[config.mk]
export PLATFORM = sky130hd
export DESIGN_NAME = dtp_timer_pair
export DESIGN_NICKNAME = d
export VERILOG_FILES = /design/src/verilog/dtp_timer_pair.v /design/src/verilog/dtp_prescaler.v
export VERILOG_INCLUDE_DIRS = /design/src /design/src/verilog
export SDC_FILE = /design/constraint.sdc
export NUM_CORES = 1
export LEC_CHECK = 0
export ABC_AREA = 1
export BUFFER_PORTS_ARGS = -buffer_cell sky130_fd_sc_hd__buf_2
export CORE_UTILIZATION = 60
export DETAILED_ROUTE_END_ITERATION = 12
export GPL_TIMING_DRIVEN = 1
export PLACE_DENSITY_LB_ADDON = 0.3
export SYNTH_ARGS = -nofsm -noshare
export SYNTH_HDL_FRONTEND = slang
export SYNTH_SLANG_ARGS = --single-unit
[constraint.sdc]
create_clock -name i_clk -period 7.43 [get_ports i_clk]
set_clock_uncertainty 0.05 [all_clocks]
set_input_delay 2.229 -clock i_clk [delete_from_list [all_inputs] [get_ports i_clk]]
set_output_delay 2.229 -clock i_clk [all_outputs]
set_load 0.1 [all_outputs]
[src/verilog/dtp_map.vh]
`ifndef DTP_MAP_VH
`define DTP_MAP_VH

// =====================================================================
// Register byte offsets
`define DTP_OFS_RUN      8'h00
`define DTP_OFS_MODE     8'h04
`define DTP_OFS_LCMP     8'h08
`define DTP_OFS_UCMP     8'h0c
`define DTP_OFS_FFCR     8'h10
`define DTP_OFS_PORT     8'h14
`define DTP_OFS_STAT     8'h18

// =====================================================================
// Field positions
`define DTP_RUN_LOWER    0
`define DTP_RUN_UPPER    1
`define DTP_RUN_DBUF     2
`define DTP_MODE_PAIR    7:6
`define DTP_MODE_PWM     5:4
`define DTP_MODE_UCLK    3:2
`define DTP_MODE_LCLK    1:0
`define DTP_FF_CTRL      3:2
`define DTP_FF_INV       1
`define DTP_FF_SRC       0
`define DTP_PORT_FUNC    0
`define DTP_PORT_DATA    1

// =====================================================================
// Encodings
`define DTP_PAIR_DUAL    2'b00
`define DTP_PAIR_CASC    2'b01
`define DTP_PAIR_PPG     2'b10
`define DTP_PAIR_PWM     2'b11
`define DTP_FFC_INVERT   2'b00
`define DTP_FFC_SET      2'b01
`define DTP_FFC_CLEAR    2'b10
`define DTP_FFC_READ     2'b11
`define DTP_OVF_6        8'h3f
`define DTP_OVF_7        8'h7f
`define DTP_OVF_8        8'hff

// =====================================================================
// Reset values
`define DTP_RST_RUN      3'h0
`define DTP_RST_MODE     8'h00
`define DTP_RST_CMP      8'h00
`define DTP_RST_FFCR     2'h0
`define DTP_RST_PORT     2'h0

// =====================================================================
// Prescaler tap masks, one less than the divide ratio in clock cycles
`define DTP_PRE_WIDTH    8
`define DTP_TAP_DIV4     8'h03
`define DTP_TAP_DIV16    8'h0f
`define DTP_TAP_DIV256   8'hff

`endif

[src/verilog/dtp_timer_pair.v]
`timescale 1ns/1ps
`include "dtp_map.vh"

// =====================================================================
// Dual 8-bit timer / PWM unit with APB register access
module dtp_timer_pair (
  input  wire        i_clk,
  input  wire        i_rst,
  input  wire        i_psel,
  input  wire        i_penable,
  input  wire        i_pwrite,
  input  wire [7:0]  i_paddr,
  input  wire [31:0] i_pwdata,
  output reg  [31:0] o_prdata,
  output wire        o_pready,
  output wire        o_pslverr,
  input  wire        i_ext_clk,
  output wire        o_timer_pwm_out_pin
);

  // ===================================================================
  // Taps: 0 div1, 1 div4, 2 div16, 3 div256
  wire [3:0] tap;

  dtp_prescaler dtp_prescaler_i (
    .i_clk (i_clk),
    .i_rst (i_rst),
    .o_tap (tap)
  );

  // ===================================================================
  // Registers
  reg  [2:0]  run_q;
  reg  [7:0]  timer_pair_mode_reg_q;
  reg  [7:0]  lower_compare_reg_q;
  reg  [7:0]  lower_cmp_buf_q;
  reg  [7:0]  upper_compare_reg_q;
  reg  [1:0]  out_ff_ctrl_reg_q;
  reg  [1:0]  port_q;
  reg         output_flip_flop_q;
  reg  [7:0]  lower_up_counter_q;
  reg  [7:0]  upper_cnt_q;
  reg  [2:0]  ext_sync_q;
  reg         ext_lvl_q;

  wire [1:0]  pair_mode_sel;
  wire [1:0]  pwm_cycle_sel;
  wire [1:0]  upper_clk_sel;
  wire [1:0]  lower_clk_sel;
  wire        out_ff_src_sel;
  wire        inv_en;
  wire        dbuf_en;
  wire        lower_run;
  wire        upper_run;

  assign pair_mode_sel  = timer_pair_mode_reg_q[`DTP_MODE_PAIR];
  assign pwm_cycle_sel  = timer_pair_mode_reg_q[`DTP_MODE_PWM];
  assign upper_clk_sel  = timer_pair_mode_reg_q[`DTP_MODE_UCLK];
  assign lower_clk_sel  = timer_pair_mode_reg_q[`DTP_MODE_LCLK];
  assign out_ff_src_sel = out_ff_ctrl_reg_q[`DTP_FF_SRC];
  assign inv_en         = out_ff_ctrl_reg_q[`DTP_FF_INV];
  assign dbuf_en        = run_q[`DTP_RUN_DBUF];
  assign lower_run      = run_q[`DTP_RUN_LOWER];
  assign upper_run      = run_q[`DTP_RUN_UPPER];

  // ===================================================================
  // APB decode
  wire wr_en;
  wire setup;
  wire mapped;

  assign wr_en  = i_psel & i_penable & i_pwrite;
  assign setup  = i_psel & ~i_penable;
  assign mapped = (i_paddr == `DTP_OFS_RUN)  | (i_paddr == `DTP_OFS_MODE) |
                  (i_paddr == `DTP_OFS_LCMP) | (i_paddr == `DTP_OFS_UCMP) |
                  (i_paddr == `DTP_OFS_FFCR) | (i_paddr == `DTP_OFS_PORT) |
                  (i_paddr == `DTP_OFS_STAT);

  assign o_pready  = 1'b1;
  assign o_pslverr = i_psel & i_penable & ~mapped;

  wire wr_run;
  wire wr_mode;
  wire wr_lcmp;
  wire wr_ucmp;
  wire wr_ffcr;
  wire wr_port;

  assign wr_run  = wr_en & (i_paddr == `DTP_OFS_RUN);
  assign wr_mode = wr_en & (i_paddr == `DTP_OFS_MODE);
  assign wr_lcmp = wr_en & (i_paddr == `DTP_OFS_LCMP);
  assign wr_ucmp = wr_en & (i_paddr == `DTP_OFS_UCMP);
  assign wr_ffcr = wr_en & (i_paddr == `DTP_OFS_FFCR);
  assign wr_port = wr_en & (i_paddr == `DTP_OFS_PORT);

  // Read data captured in the setup cycle, valid in the access cycle
  reg [31:0] rd_d;

  always @* begin
    rd_d = 32'h0000_0000;
    case (i_paddr)
      `DTP_OFS_RUN:  rd_d = {29'h0000_0000, run_q};
      `DTP_OFS_MODE: rd_d = {24'h00_0000, timer_pair_mode_reg_q};
      `DTP_OFS_LCMP: rd_d = {24'h00_0000, lower_compare_reg_q};
      `DTP_OFS_UCMP: rd_d = {24'h00_0000, upper_compare_reg_q};
      `DTP_OFS_FFCR: rd_d = {28'h000_0000, `DTP_FFC_READ, out_ff_ctrl_reg_q};
      `DTP_OFS_PORT: rd_d = {30'h0000_0000, port_q};
      `DTP_OFS_STAT: rd_d = {15'h0000, output_flip_flop_q, upper_cnt_q,
                             lower_up_counter_q};
      default:       rd_d = 32'h0000_0000;
    endcase
  end

  always @(posedge i_clk) begin
    if (i_rst) begin
      o_prdata <= 32'h0000_0000;
    end else if (setup) begin
      o_prdata <= rd_d;
    end
  end

  // ===================================================================
  // Control registers
  always @(posedge i_clk) begin
    if (i_rst) begin
      run_q                 <= `DTP_RST_RUN;
      timer_pair_mode_reg_q <= `DTP_RST_MODE;
      upper_compare_reg_q   <= `DTP_RST_CMP;
      out_ff_ctrl_reg_q     <= `DTP_RST_FFCR;
      port_q                <= `DTP_RST_PORT;
    end else begin
      if (wr_run) begin
        run_q <= i_pwdata[2:0];
      end
      if (wr_mode) begin
        timer_pair_mode_reg_q <= i_pwdata[7:0];
      end
      if (wr_ucmp) begin
        upper_compare_reg_q <= i_pwdata[7:0];
      end
      if (wr_ffcr) begin
        out_ff_ctrl_reg_q <= i_pwdata[1:0];
      end
      if (wr_port) begin
        port_q <= i_pwdata[1:0];
      end
    end
  end

  // ===================================================================
  // External clock pin: three stages, edge once stages two and three agree
  always @(posedge i_clk) begin
    if (i_rst) begin
      ext_sync_q <= 3'h0;
      ext_lvl_q  <= 1'b0;
    end else begin
      ext_sync_q <= {ext_sync_q[1:0], i_ext_clk};
      if (ext_sync_q[1] == ext_sync_q[2]) begin
        ext_lvl_q <= ext_sync_q[2];
      end
    end
  end

  wire ext_rise;
  assign ext_rise = (ext_sync_q[1] == ext_sync_q[2]) & ext_sync_q[2] & ~ext_lvl_q;

  // ===================================================================
  // Clock selection
  reg  tick0;
  reg  tick1;
  reg  [7:0] ovf_val;
  wire lower_match;

  always @* begin
    case (lower_clk_sel)
      2'b00:   tick0 = ext_rise;
      2'b01:   tick0 = tap[0];
      2'b10:   tick0 = tap[1];
      default: tick0 = tap[2];
    endcase
  end

  always @* begin
    case (upper_clk_sel)
      2'b00:   tick1 = (pair_mode_sel == `DTP_PAIR_DUAL) & lower_match;
      2'b01:   tick1 = tap[0];
      2'b10:   tick1 = tap[2];
      default: tick1 = tap[3];
    endcase
  end

  always @* begin
    case (pwm_cycle_sel)
      2'b01:   ovf_val = `DTP_OVF_6;
      2'b10:   ovf_val = `DTP_OVF_7;
      default: ovf_val = `DTP_OVF_8;
    endcase
  end

  // ===================================================================
  // Event detection on the value a tick would produce
  wire        mode_dual;
  wire        mode_casc;
  wire        mode_ppg;
  wire        mode_pwm;
  wire        step0;
  wire        step1;
  wire [7:0]  next0;
  wire [7:0]  next1;
  wire [15:0] next16;
  wire        casc_match;
  wire        ppg_period;
  wire        pwm_ovf;
  wire        upper_match;

  assign mode_dual = (pair_mode_sel == `DTP_PAIR_DUAL);
  assign mode_casc = (pair_mode_sel == `DTP_PAIR_CASC);
  assign mode_ppg  = (pair_mode_sel == `DTP_PAIR_PPG);
  assign mode_pwm  = (pair_mode_sel == `DTP_PAIR_PWM);

  assign step0  = lower_run & tick0;
  assign step1  = upper_run & tick1;
  assign next0  = lower_up_counter_q + 8'h01;
  assign next1  = upper_cnt_q + 8'h01;
  assign next16 = {upper_cnt_q, lower_up_counter_q} + 16'h0001;

  assign lower_match = step0 & (next0 == lower_compare_reg_q);
  assign casc_match  = mode_casc & step0 & upper_run &
                       (next16 == {upper_compare_reg_q, lower_compare_reg_q});
  assign ppg_period  = mode_ppg & step0 & (next0 == upper_compare_reg_q);
  assign pwm_ovf     = mode_pwm & step0 & (next0 == ovf_val);
  assign upper_match = step1 & (mode_dual | mode_pwm) & (next1 == upper_compare_reg_q);

  // ===================================================================
  // Lower up-counter
  always @(posedge i_clk) begin
    if (i_rst) begin
      lower_up_counter_q <= 8'h00;
    end else if (!lower_run) begin
      lower_up_counter_q <= 8'h00;
    end else if (step0) begin
      if (mode_casc) begin
        lower_up_counter_q <= casc_match ? 8'h00 : next16[7:0];
      end else if (mode_pwm) begin
        lower_up_counter_q <= pwm_ovf ? 8'h00 : next0;
      end else if (mode_ppg) begin
        lower_up_counter_q <= ppg_period ? 8'h00 : next0;
      end else begin
        lower_up_counter_q <= lower_match ? 8'h00 : next0;
      end
    end
  end

  // ===================================================================
  // Upper up-counter, independent in PWM mode
  always @(posedge i_clk) begin
    if (i_rst) begin
      upper_cnt_q <= 8'h00;
    end else if (!upper_run || mode_ppg) begin
      upper_cnt_q <= 8'h00;
    end else if (mode_casc) begin
      if (casc_match) begin
        upper_cnt_q <= 8'h00;
      end else if (step0) begin
        upper_cnt_q <= next16[15:8];
      end
    end else if (step1) begin
      upper_cnt_q <= upper_match ? 8'h00 : next1;
    end
  end

  // ===================================================================
  // Lower compare register with optional double buffer
  wire buf_load;
  assign buf_load = dbuf_en & (pwm_ovf | ppg_period);

  always @(posedge i_clk) begin
    if (i_rst) begin
      lower_compare_reg_q <= `DTP_RST_CMP;
      lower_cmp_buf_q     <= `DTP_RST_CMP;
    end else begin
      if (wr_lcmp) begin
        lower_cmp_buf_q <= i_pwdata[7:0];
      end
      if (wr_lcmp && !dbuf_en) begin
        lower_compare_reg_q <= i_pwdata[7:0];
      end else if (buf_load) begin
        lower_compare_reg_q <= lower_cmp_buf_q;
      end
    end
  end

  // ===================================================================
  // Output flip-flop
  reg ff_toggle;

  always @* begin
    case (pair_mode_sel)
      `DTP_PAIR_DUAL: ff_toggle = inv_en &
                                  (out_ff_src_sel ? upper_match : lower_match);
      `DTP_PAIR_CASC: ff_toggle = inv_en & casc_match;
      `DTP_PAIR_PPG:  ff_toggle = inv_en & (lower_match | ppg_period);
      default:        ff_toggle = lower_match ^ pwm_ovf;
    endcase
  end

  always @(posedge i_clk) begin
    if (i_rst) begin
      output_flip_flop_q <= 1'b0;
    end else if (wr_ffcr && i_pwdata[`DTP_FF_CTRL] == `DTP_FFC_INVERT) begin
      output_flip_flop_q <= ~output_flip_flop_q;
    end else if (wr_ffcr && i_pwdata[`DTP_FF_CTRL] == `DTP_FFC_SET) begin
      output_flip_flop_q <= 1'b1;
    end else if (wr_ffcr && i_pwdata[`DTP_FF_CTRL] == `DTP_FFC_CLEAR) begin
      output_flip_flop_q <= 1'b0;
    end else if (ff_toggle) begin
      output_flip_flop_q <= ~output_flip_flop_q;
    end
  end

  // ===================================================================
  // Shared port line: timer output or general-purpose data
  assign o_timer_pwm_out_pin = port_q[`DTP_PORT_FUNC] ? output_flip_flop_q
                                                       : port_q[`DTP_PORT_DATA];

endmodule // dtp_timer_pair

[src/verilog/dtp_prescaler.v]
`timescale 1ns/1ps
`include "dtp_map.vh"

// =====================================================================
// Free-running prescaler with one-cycle tap enables
module dtp_prescaler (
  input  wire       i_clk,
  input  wire       i_rst,
  output wire [3:0] o_tap
);

  reg  [`DTP_PRE_WIDTH-1:0] cnt_q;
  wire [`DTP_PRE_WIDTH-1:0] mask [0:3];

  assign mask[0] = 8'h00;
  assign mask[1] = `DTP_TAP_DIV4;
  assign mask[2] = `DTP_TAP_DIV16;
  assign mask[3] = `DTP_TAP_DIV256;

  always @(posedge i_clk) begin
    if (i_rst) begin
      cnt_q <= 8'h00;
    end else begin
      cnt_q <= cnt_q + 8'h01;
    end
  end

  genvar g;
  generate
    for (g = 0; g < 4; g = g + 1) begin : g_tap
      assign o_tap[g] = ((cnt_q & mask[g]) == mask[g]);
    end
  endgenerate

endmodule // dtp_prescaler

==> metrics.txt <==
sequential area share after synthesis=32.2%; Fin Setup TNS=0 ns; TritonCTS clock tree=built; share of flip-flops with an asynchronous set or reset=0%; Layout Nets=915; diode count=0; area growth from synthesis to layout=7.37%; dominant cell type by count on the critical path=sky130_fd_sc_hd__buf_2; clock slew at reported path FFs=0.10 ns; filler cell count=809; total power=0.000888 W; global route total overflow=0; cell family contributing the most delay on the critical path=buffers and inverters; Worst Hold Slack=0.359 ns; Arrival @ worst endpoint=3.24 ns; global-route wire length before repair=24200 um; f_max=181 MHz; starting density of the core=63.0%; Die Area=9180 um2; I/O pin count=81; unrepaired setup endpoints after global routing=no; required time reported for the critical path endpoint=5.15 ns; htree depth=3; critical setup path kind=in2out; post-route worst setup slack=1.91 ns; endpoint class of the critical path=output port; Post-CTS Repair Setup Buffers=0; count of clock tree sinks=85; Relative slew margins=16.4%; status=completed; number of enable flip-flop cells after synthesis=0; cell count of the worst hold path=2; count of hold-fix buffers inserted at cts=0; number of hold violations in the final report=0; number of synthesis warnings=0; post-synthesis register bit count=85; number of maximum-capacitance violations=0; remaining number of nets flagged by the antenna check after routing=0; Inserted Clock Buffers=9; per-instance average area after synthesis=6.39 um2; proportion of layout cells with a drive suffix above 1=11.1%; Root Buffer=sky130_fd_sc_hd__clkbuf_8; power density of the placed cells=157 nW/um2; path length in cells of the critical path=6; Finish-stage setup viols=0; standard cell core area=8380 um2; Leakage=2.55 nW; complex-gate fraction of the synthesized area=18.6%; Non-Filler Instances=969; CP Buf/Inv Count=3; Unique masters post-synth=42; leading cell types in the layout, fill and taps excluded=sky130_fd_sc_hd__nand2_1, sky130_fd_sc_hd__inv_1, sky130_fd_sc_hd__nor2_1; Post-Place Setup Slack=1.92 ns; startpoint of the most critical register-to-register path=dtp_prescaler_i.cnt_q[0]$_SDFF_PP0_; number of DRC markers in iteration 0=408; Hold Path Sink=ext_sync_q[1]$_SDFF_PP0_; Routed WL=15400 um; synthesized instance count=827; worst IR drop on VDD=108 uV; total global routing track utilization=35.1%; startpoint class of the critical path=primary input; number of cell instances on the worst register-to-register path=14; top-area cell type share of the netlist area=32.2%; Post-Synthesis Cell Area=5280 um2; ys flop type=sky130_fd_sc_hd__dfxtp_1; die boundary width=95.8 um; Slew Limit Fails=0; crit-path cells=buf_2, nor3_1, inv_1, a311oi_1, nor2_1, buf_2; clk buf depth=2; simple logic cell fraction of the synthesized area=33.6%; critical-path maximum fanout=2; most common cell after layout, fill and taps aside=sky130_fd_sc_hd__nand2_1; cell count after placement=953; Row Count=33; Least-Margin Pin Slew=1.24 ns; post-synthesis cell type with the largest combined area=sky130_fd_sc_hd__dfxtp_1; post-synthesis mux area share=0%; synthesized-area fraction occupied by adder cells=2.37%; pin count of the biggest net entering global routing=49; drt via density=5.73; end of the worst register-to-register path=lower_compare_reg_q[0]$_SDFFE_PP0P_; period utilisation layout=74.2%; Worst-Skew Late Latency=0.37 ns; via count of the first global-routing pass=5008; DRT Pass-1 Iters=5; slowest stage delay, CP=0.29 ns; cell types with the largest area share after synthesis=sky130_fd_sc_hd__dfxtp_1, sky130_fd_sc_hd__nand2_1, sky130_fd_sc_hd__a21oi_1, sky130_fd_sc_hd__inv_1, sky130_fd_sc_hd__o21ai_0; clock period minus worst slack=5.52 ns; final RePlAce weighted congestion=0.977; number of resized instances in the post-cts repair step=0; main combinational cell family by area after synthesis=simple AND/OR/NAND/NOR gates; cell at the slowest stage of the critical path=sky130_fd_sc_hd__buf_2; estimated wirelength of the detail-placed design=11800 um; WL per Instance=15.9 um; vertical die dimension=95.8 um; number of antenna violations at the first check in global routing=0; critical hold path startpoint=ext_sync_q[0]$_SDFF_PP0_; vias post-DR=5556; quantity of I/O buffers inserted on ports=40; worst hold-check path type=reg2reg; share of the synthesized netlist area taken by xor and xnor gates=2.16%; reg-to-reg slack, setup=4.35 ns; detailed-route DRC error count=0
worst max path at each step:
stage | slack [ns] | from | end
6_report | 1.91 | i_paddr[5] | o_pslverr
3_5_place_dp | 1.92 | i_paddr[1] | o_pslverr
3_3_place_gp | 1.96 | i_paddr[1] | o_pslverr
2_1_floorplan | 1.46 | i_paddr[1] | o_pslverr
4_1_cts | 1.92 | i_paddr[1] | o_pslverr
5_1_grt | 1.86 | i_paddr[5] | o_pslverr
kinds of logic (layout without fill, tap and decap cells):
kind of cell	after synthesis	after routing
compound gates	181	181
xor+xnor	13	13
fa+ha+maj	10	10
buf+inv	134	157
flops	85	85
other cells	2	16
simple gates	402	402
report_power, final:
| part | total, W | internal, W | leakage (nW) | switching (W) |
|---|---|---|---|---|
| clock network | 0.000333 | 0.000132 | 0.101 | 0.000201 |
| logic | 0.0000917 | 0.0000120 | 1.76 | 0.0000797 |
| registers | 0.000463 | 0.000460 | 0.687 | 0.00000257 |
worst register-to-register path, cell delays in order (launching register included):
cell	delay, ns
sky130_fd_sc_hd__dfxtp_1	0.37
sky130_fd_sc_hd__ha_1	0.23
sky130_fd_sc_hd__nand3_1	0.20
sky130_fd_sc_hd__a21oi_1	0.18
sky130_fd_sc_hd__nand2_1	0.29
sky130_fd_sc_hd__inv_1	0.46
sky130_fd_sc_hd__nand2_1	0.17
sky130_fd_sc_hd__a21oi_1	0.19
sky130_fd_sc_hd__nand4_2	0.17
sky130_fd_sc_hd__nand2_1	0.19
sky130_fd_sc_hd__nand2_2	0.11
sky130_fd_sc_hd__nand2_2	0.11
sky130_fd_sc_hd__inv_2	0.06
sky130_fd_sc_hd__a21oi_1	0.14
sky130_fd_sc_hd__nor2_1	0.05
flip-flops by register name, indices dropped and copies added, names as in the netlist:
name                   cells
ext_lvl_q                  1
dtp_prescaler_i.cnt_q      8
output_flip_flop_q         1
ext_sync_q                 3
upper_compare_reg_q        8
out_ff_ctrl_reg_q          2
o_prdata                  17
run_q                      3
port_q                     2
upper_cnt_q                8
lower_up_counter_q         8
lower_cmp_buf_q            8
timer_pair_mode_reg_q      8
lower_compare_reg_q        8
area by class of cell:
type	count	area (um2)	area share (%)
clock inverter	7	73.8	1.30
clock buffer	9	124	2.18
tap	105	131	2.32
inverter	100	375	6.62
sequential	85	1700	30.0
multi-input combinational	622	3060	53.9
timing repair buffer	41	208	3.66
per-layer routing:
metal  up-vias  GRT usage (%)  share of wire [%]
met5         -              0                  0
li1       2742              -                  -
met3        47           4.42                6.0
met4         0           17.9                3.9
met2       221           59.5                 47
met1      2546           43.7                 43
cells in the mapped netlist, types with 2 or more instances:
library cell / n
sky130_fd_sc_hd__a21oi_1: 76
sky130_fd_sc_hd__a21oi_2: 2
sky130_fd_sc_hd__buf_2: 4
sky130_fd_sc_hd__buf_4: 16
sky130_fd_sc_hd__clkbuf_1: 13
sky130_fd_sc_hd__clkinv_1: 2
sky130_fd_sc_hd__conb_1: 2
sky130_fd_sc_hd__dfxtp_1: 85
sky130_fd_sc_hd__ha_1: 10
sky130_fd_sc_hd__inv_1: 93
sky130_fd_sc_hd__inv_2: 5
sky130_fd_sc_hd__nand2_1: 204
sky130_fd_sc_hd__nand2_2: 13
sky130_fd_sc_hd__nand2_4: 2
sky130_fd_sc_hd__nand3_1: 54
sky130_fd_sc_hd__nand3_2: 4
sky130_fd_sc_hd__nand3b_1: 2
sky130_fd_sc_hd__nand4_1: 12
sky130_fd_sc_hd__nor2_1: 87
sky130_fd_sc_hd__nor2_2: 6
sky130_fd_sc_hd__nor2_8: 2
sky130_fd_sc_hd__nor3_1: 8
sky130_fd_sc_hd__o2111ai_1: 3
sky130_fd_sc_hd__o21ai_0: 69
sky130_fd_sc_hd__o21ai_1: 8
sky130_fd_sc_hd__o22ai_1: 14
sky130_fd_sc_hd__o31ai_1: 2
sky130_fd_sc_hd__or2_1: 3
sky130_fd_sc_hd__or2_2: 2
sky130_fd_sc_hd__xor2_1: 12
per-stage QoR:
stage | instance area [um2] | util, %
floorplan | 5340 | -
global placement | 5470 | 65.3
detailed placement | 5470 | 65.3
CTS | 5670 | 67.7
global route | 5670 | 67.7
finish | 5670 | 67.7
No activity file was read; power rests on OpenSTA's default activity.
